[config.mk]
export PLATFORM = sky130hd
export DESIGN_NAME = wwdt_top
export DESIGN_NICKNAME = d
export VERILOG_FILES = /design/src/include/wwdt_pkg.sv /design/src/wwdt_prescaler.sv /design/src/wwdt_top.sv
export SDC_FILE = /design/constraint.sdc
export NUM_CORES = 1
export LEC_CHECK = 0
export ABC_AREA = 1
export BUFFER_PORTS_ARGS = -buffer_cell sky130_fd_sc_hd__buf_2
export CELL_PAD_IN_SITES_DETAIL_PLACEMENT = 1
export CELL_PAD_IN_SITES_GLOBAL_PLACEMENT = 2
export CORE_MARGIN = 4
export CORE_UTILIZATION = 31
export CTS_CLUSTER_DIAMETER = 200
export DETAILED_ROUTE_END_ITERATION = 8
export PLACE_DENSITY_LB_ADDON = 0.1
export SYNTH_ARGS = -nofsm -noshare
export SYNTH_HDL_FRONTEND = slang
export SYNTH_SLANG_ARGS = --single-unit
export TNS_END_PERCENT = 5
[constraint.sdc]
create_clock -name clock_in -period 2.2 [get_ports clock_in]
set_input_delay 0.33 -clock clock_in [delete_from_list [all_inputs] [get_ports clock_in]]
set_output_delay 0.33 -clock clock_in [all_outputs]
set_load 0.05 [all_outputs]
[src/include/wwdt_pkg.sv]
// Package of constants and types for the window watchdog
package wwdt_pkg;
    localparam int CNT_W  = 16;
    localparam int ADDR_W = 4;
    localparam int DATA_W = 32;
    localparam int PRE_W  = 14;

    // Register byte offsets
    localparam logic [ADDR_W-1:0] OFS_CTRL   = 4'h0;
    localparam logic [ADDR_W-1:0] OFS_RELOAD = 4'h4;
    localparam logic [ADDR_W-1:0] OFS_WINDOW = 4'h8;
    localparam logic [ADDR_W-1:0] OFS_STATUS = 4'hc;

    // Field positions
    localparam int CTRL_WAKEUP_BIT = 0;
    localparam int CTRL_LONG_BIT   = 1;
    localparam int STAT_EN_BIT     = 16;
    localparam int STAT_REQ_BIT    = 17;
    localparam int STAT_WIN_BIT    = 18;

    // Reset values: wake-up clock, divide by 16384, four ticks to overflow
    localparam logic [CNT_W-1:0] RELOAD_RST      = 16'hfffc;
    localparam logic [CNT_W-1:0] WINDOW_RST      = 16'h0000;
    localparam logic             CTRL_WAKEUP_RST = 1'b1;
    localparam logic             CTRL_LONG_RST   = 1'b1;
    localparam logic [CNT_W-1:0] CNT_ALL_ONES    = 16'hffff;

    // Prescaler ratios
    localparam int DIV_LONG  = 16384;
    localparam int DIV_SHORT = 256;

    typedef struct packed {
        logic [ADDR_W-1:0] addr;
        logic [DATA_W-1:0] wdata;
        logic              wr;
        logic              rd;
    } wwdt_bus_t;

    typedef struct packed {
        logic presc_long;
        logic use_wakeup;
    } wwdt_ctrl_t;

    typedef enum logic [1:0] {
        ST_RUN  = 2'b00,
        ST_STOP = 2'b01,
        ST_TRIP = 2'b11
    } wwdt_state_t;
endpackage

[src/wwdt_prescaler.sv]
// Selectable-ratio prescaler producing one-cycle count ticks
`timescale 1ns/1ps
`default_nettype none
module wwdt_prescaler import wwdt_pkg::*; #(
    parameter int W = PRE_W
) (
    input  wire logic clock_in,
    input  wire logic rst_in,
    input  wire logic src_tick_in,
    input  wire logic clear_in,
    input  wire logic long_in,
    output logic      tick_out
);
    logic [W-1:0] cnt;
    logic [W-1:0] next_cnt;
    logic         next_tick;
    logic [W-1:0] limit;

    // ---------------------------------------------------------------
    // Divider
    // ---------------------------------------------------------------
    always_comb begin
        limit     = long_in ? W'(DIV_LONG - 1) : W'(DIV_SHORT - 1);
        next_cnt  = cnt;
        next_tick = 1'b0;
        if (clear_in) begin
            next_cnt = '0;
        end else if (src_tick_in) begin
            if (cnt >= limit) begin
                next_cnt  = '0;
                next_tick = 1'b1;
            end else begin
                next_cnt = W'(cnt + 1'b1);
            end
        end
    end

    always_ff @(posedge clock_in) begin
        if (rst_in) begin
            cnt      <= '0;
            tick_out <= 1'b0;
        end else begin
            cnt      <= next_cnt;
            tick_out <= next_tick;
        end
    end
endmodule
`default_nettype wire

[src/wwdt_top.sv]
// Window watchdog timer with register port and instruction inputs
//
// Overview of operation
// - Every reset leaves the watchdog enabled and counting without software help.
// - Disable instruction stops counting, enable instruction restarts it, until the reset request is raised.
// - Missing service before overflow raises the reset request at overflow.
// - Service while running, with count below the window boundary and no disable in the same cycle, raises the reset request.
// - Counter is 16 bits, clocked from system clock or wake-up oscillator clock.
// - Selected clock is prescaled by 16384 or 256 before advancing the counter.
// - Each service that leaves the reset request low and comes without a disable loads the counter from the programmable reload value.
// - Defaults give about 0.13 s timeout with a 500 kHz wake-up clock.
`timescale 1ns/1ps
`default_nettype none
module wwdt_top import wwdt_pkg::*; (
    input  wire logic              clock_in,
    input  wire logic              rst_in,
    input  wire wwdt_bus_t         bus_in,
    input  wire logic              wakeup_osc_clock_in,
    input  wire logic              watchdog_service_in,
    input  wire logic              watchdog_disable_instruction_in,
    input  wire logic              watchdog_enable_instruction_in,
    output logic [DATA_W-1:0]      rd_data_out,
    output logic                   reset_request_out,
    output logic                   running_out
);
    wwdt_ctrl_t          ctrl;
    wwdt_ctrl_t          next_ctrl;
    logic [CNT_W-1:0]    counter_reload_value;
    logic [CNT_W-1:0]    next_counter_reload_value;
    logic [CNT_W-1:0]    window;
    logic [CNT_W-1:0]    next_window;
    logic [DATA_W-1:0]   next_rd_data;
    logic [2:0]          wu_sync;
    logic [2:0]          next_wu_sync;
    logic                wu_level;
    logic                next_wu_level;
    logic                wu_tick;
    logic                src_tick;
    logic                cnt_tick;
    wwdt_state_t         state;
    wwdt_state_t         next_state;
    logic [CNT_W-1:0]    count;
    logic [CNT_W-1:0]    next_count;
    logic                win_fault;
    logic                next_win_fault;
    logic                service_ok;
    logic                service_bad;
    logic                do_disable;

    function automatic logic in_window(input logic [CNT_W-1:0] c,
                                       input logic [CNT_W-1:0] bound);
        in_window = (c < bound);
    endfunction

    // ---------------------------------------------------------------
    // Wake-up clock synchroniser
    // ---------------------------------------------------------------
    always_comb begin
        next_wu_sync  = {wu_sync[1:0], wakeup_osc_clock_in};
        next_wu_level = (wu_sync[1] == wu_sync[2]) ? wu_sync[2] : wu_level;
    end

    always_ff @(posedge clock_in) begin
        if (rst_in) begin
            wu_sync  <= 3'h0;
            wu_level <= 1'b0;
        end else begin
            wu_sync  <= next_wu_sync;
            wu_level <= next_wu_level;
        end
    end

    assign wu_tick  = wu_sync[1] & wu_sync[2] & ~wu_level;
    assign src_tick = (state == ST_RUN) && (ctrl.use_wakeup ? wu_tick : 1'b1);

    // ---------------------------------------------------------------
    // Prescaler
    // ---------------------------------------------------------------
    wwdt_prescaler #(
        .W (PRE_W)
    ) u_presc (
        .clock_in    (clock_in),
        .rst_in      (rst_in),
        .src_tick_in (src_tick),
        .clear_in    (service_ok),
        .long_in     (ctrl.presc_long),
        .tick_out    (cnt_tick)
    );

    // ---------------------------------------------------------------
    // Register port
    // ---------------------------------------------------------------
    always_comb begin
        next_ctrl                 = ctrl;
        next_counter_reload_value = counter_reload_value;
        next_window               = window;
        next_rd_data              = '0;
        if (bus_in.wr) begin
            unique case (bus_in.addr)
                OFS_CTRL: begin
                    next_ctrl.use_wakeup = bus_in.wdata[CTRL_WAKEUP_BIT];
                    next_ctrl.presc_long = bus_in.wdata[CTRL_LONG_BIT];
                end
                OFS_RELOAD: next_counter_reload_value = bus_in.wdata[CNT_W-1:0];
                OFS_WINDOW: next_window = bus_in.wdata[CNT_W-1:0];
                default: ;
            endcase
        end
        if (bus_in.rd) begin
            unique case (bus_in.addr)
                OFS_CTRL: begin
                    next_rd_data[CTRL_WAKEUP_BIT] = ctrl.use_wakeup;
                    next_rd_data[CTRL_LONG_BIT]   = ctrl.presc_long;
                end
                OFS_RELOAD: next_rd_data[CNT_W-1:0] = counter_reload_value;
                OFS_WINDOW: next_rd_data[CNT_W-1:0] = window;
                OFS_STATUS: begin
                    next_rd_data[CNT_W-1:0]    = count;
                    next_rd_data[STAT_EN_BIT]  = (state == ST_RUN);
                    next_rd_data[STAT_REQ_BIT] = reset_request_out;
                    next_rd_data[STAT_WIN_BIT] = win_fault;
                end
                default: ;
            endcase
        end
    end

    always_ff @(posedge clock_in) begin
        if (rst_in) begin
            ctrl.use_wakeup      <= CTRL_WAKEUP_RST;
            ctrl.presc_long      <= CTRL_LONG_RST;
            counter_reload_value <= RELOAD_RST;
            window               <= WINDOW_RST;
            rd_data_out          <= '0;
        end else begin
            ctrl                 <= next_ctrl;
            counter_reload_value <= next_counter_reload_value;
            window               <= next_window;
            rd_data_out          <= next_rd_data;
        end
    end

    // ---------------------------------------------------------------
    // Watchdog state and counter
    // ---------------------------------------------------------------
    assign do_disable  = watchdog_disable_instruction_in;
    assign service_bad = (state == ST_RUN) && !do_disable && watchdog_service_in
                         && in_window(count, window);
    assign service_ok  = watchdog_service_in && !service_bad && (state != ST_TRIP);

    always_comb begin
        next_state     = state;
        next_count     = count;
        next_win_fault = win_fault;
        unique case (state)
            ST_RUN: begin
                if (do_disable) begin
                    next_state = ST_STOP;
                end else if (service_bad) begin
                    next_state     = ST_TRIP;
                    next_win_fault = 1'b1;
                end else if (watchdog_service_in) begin
                    next_count = counter_reload_value;
                end else if (cnt_tick) begin
                    next_count = CNT_W'(count + 1'b1);
                    if (count == CNT_ALL_ONES) begin
                        next_state = ST_TRIP;
                    end
                end
            end
            ST_STOP: begin
                if (watchdog_enable_instruction_in && !do_disable) begin
                    next_state = ST_RUN;
                end
                if (watchdog_service_in) begin
                    next_count = counter_reload_value;
                end
            end
            ST_TRIP: next_state = ST_TRIP;
            default: next_state = ST_TRIP;
        endcase
    end

    always_ff @(posedge clock_in) begin
        if (rst_in) begin
            state             <= ST_RUN;
            count             <= RELOAD_RST;
            win_fault         <= 1'b0;
            reset_request_out <= 1'b0;
            running_out       <= 1'b1;
        end else begin
            state             <= next_state;
            count             <= next_count;
            win_fault         <= next_win_fault;
            reset_request_out <= (next_state == ST_TRIP);
            running_out       <= (next_state == ST_RUN);
        end
    end
endmodule
`default_nettype wire

==> reports/metrics.cfg <==
[run_status]
status = complete, no violations

[power]
power.density_mw_per_mm2 = 711
p_leak_nw = 2.62
ir_drop_mv = 0.336
clkPwrFrac_pct = 41.2
p_seq_share_pct = 45.3
power_w = 0.00392
sw_frac_of_total_pct = 27.8
combinationalPowerShare_pct = 13.4
net-switching-power_w = 0.00109
p_int_w = 0.00283

[floorplan]
core_mm2 = 0.0151
die-area_mm2 = 0.0175
die_h_um = 132
io_pins = 78
rows = 45
start_util_pct = 31.5
die_w_um = 132

[finish]
nets = 792
design_area_mm2 = 0.00552
layout_commonest_cell = nand2_1
fillCellCount = 1903
area_growth_pct = 15.5
n_antenna_cell = 0
final_core_util_pct = 36.4
most-common-layout-cells = 153 x nand2_1, 93 x dfxtp_1, 80 x inv_1
drive_above_1_share_pct = 12.2

[place]
dpl_cell_area_mm2 = 0.00521
portBuffers = 48
dp_hpwl_mm = 10.7
gp_congestion = 0.813

[critical_path]
cp-start-kind = flop
endpoint_kind = flop
arrival_ps = 2260
worstPathRequired_ps = 2470
cp_max_fo = 7
crit_type = reg -> reg

[flow_run]
drv_cap = 0

[sta]
slew_violations = 0
rsz0062_at_grt = no
min_period_ps = 1990
finalHoldViolCount = 0
timing.setup.tns_ps = 0
tightest_slew_ps = 568
clock_skew_ps = 11.5
max_freq_ghz = 0.502
setup_viol = 0
fin_crit_sh_pct = 90.6
maxSlewHeadroom_pct = 62.1

[route]
drtAntennaViolNets = 0
vias = 4522
drtPass1Iterations = 4
routed_wl_mm = 14.6
drt_iter0_drc = 230
wl_per_cell_um = 15.9
viasPerCell = 4.94
drcViolationCount = 0

[grt]
antenna_found_initial = 0
grt_usage_pct = 17.0
grt_pass1_vias = 4601
grt_max_degree = 51
grt_pass1_wl_mm = 23.8
grt-ovfl-total = 0

[clock_network]
cts_hold_buffers = 0
cts_tree = yes
cts_resized = 0
root_buffer = clkbuf_16
post_cts_buffers = 0
insertion_delay_ps = 350
path_clk_slew_ps = 70
cts.sinks = 93
cts_buffer_depth = 2
h-tree-depth = 3
cts-buffers-inserted = 9

[yosys]
yosysSeqAreaShare_pct = 39.0
async_reset_ff_share_pct = 0
synthAdderAreaFrac_pct = 6.29
ys_seq_elements = 93
synth_area_per_cell_um2 = 7.09
yosysWarnings = 0
synth_cells = 674
synth_compound_area_share_pct = 14.3
synth_cell_types = 36
synth_ff_type = dfxtp_1
synth_simple_gate_area_share_pct = 27.3
synthMuxAreaShare_pct = 0
yosys.area_share.xor_xnor_pct = 2.20
synth_edf_count = 0
synth_top_family_by_area = simple AND/OR/NAND/NOR gates
netlist_area_mm2 = 0.00478

[min_path]
hold_path_class = in -> reg

[per-stage QoR]
stage / setup slack (ps) / instances / hold WS (ps)
2_1_floorplan: 608 / 686 / 388
3_3_place_gp: 154 / 901 / 393
3_5_place_dp: 93.2 / 901 / 405
4_1_cts: 72.5 / 916 / 174
5_1_grt: 11.4 / 916 / 210
6_report: 207 / 916 / 192
[path summary, 6_finish.rpt]
check                              from                     endpoint  slack (ps)  cells after the start
setup / recovery  count[7]$_SDFFE_PP1P_  u_presc.cnt[1]$_SDFFE_PP0P_         210                     10
hold / removal      wakeup_osc_clock_in        wu_sync[0]$_SDFF_PP0_         190                      3
setup reg to reg  count[7]$_SDFFE_PP1P_  u_presc.cnt[1]$_SDFFE_PP0P_         210                     10
hold reg to reg   wu_sync[0]$_SDFF_PP0_        wu_sync[1]$_SDFF_PP0_         410                      2
[power groups by stage]
stage               Sequential [W]  Clock (W)  Combinational [W]
finish                     0.00178    0.00162           0.000528
global route               0.00178    0.00173           0.000599
CTS                        0.00178    0.00167           0.000534
detailed placement         0.00182          0           0.000530
global placement           0.00181          0           0.000519
floorplan                  0.00183          0           0.000366
[layout make-up]
type | count | area [µm²] | share of cell area [%]
Clock buffer | 12 | 256 | 4.65
Clock inverter | 3 | 45.0 | 0.817
Inverter | 84 | 315 | 5.72
Multi-Input combinational cell | 473 | 2450 | 44.4
Sequential cell | 93 | 1860 | 33.7
Tap cell | 188 | 235 | 4.26
Timing Repair Buffer | 63 | 353 | 6.40
[synth_stat cells, drive strengths merged, types with 11 or more instances]
cell,n,area (µm²)
o21ai,41,205
nor2,66,260
buf,22,150
dfxtp,93,1860
inv,81,304
clkbuf,14,52.6
nand4,11,68.8
nor3,12,65.1
o211ai,12,90.1
xor2,11,96.3
a21oi,45,229
ha,24,300
nand3,57,295
nand2,156,591
[critical path: stages, from the launching register on]
cell and delay [ps]:
dfxtp_1 450, ha_1 300, nand2_1 100, nor2_1 60, nor3_1 150, nand2_1 130
nand2_1 90, nand2_2 120, nand2_1 130, nand2_1 160, a21oi_1 210
[kinds of logic after synthesis]
logic type / Yosys count
compound gates: 119
xor+xnor: 12
fa+ha+maj: 24
buf+inv: 120
flops: 93
other cells: 1
simple gates: 305
[registers in the layout, indices dropped and copies added (netlist names)]
name,cells
ctrl,2
counter_reload_value,16
count,16
win_fault,1
state,2
rd_data_out,19
u_presc.cnt,14
reset_request_out,1
wu_level,1
window,16
u_presc.tick_out,1
wu_sync,3
running_out,1
[metal layers]
layer	vias to the layer above	global-route usage [%]	share of wire (%)
li1	2282	-	-
met1	2167	22.5	50
met2	60	28.5	46
met3	13	2.48	2.5
met4	0	5.60	1.5
met5	-	0	0
Note: power is estimated with default switching activity, not from simulation.
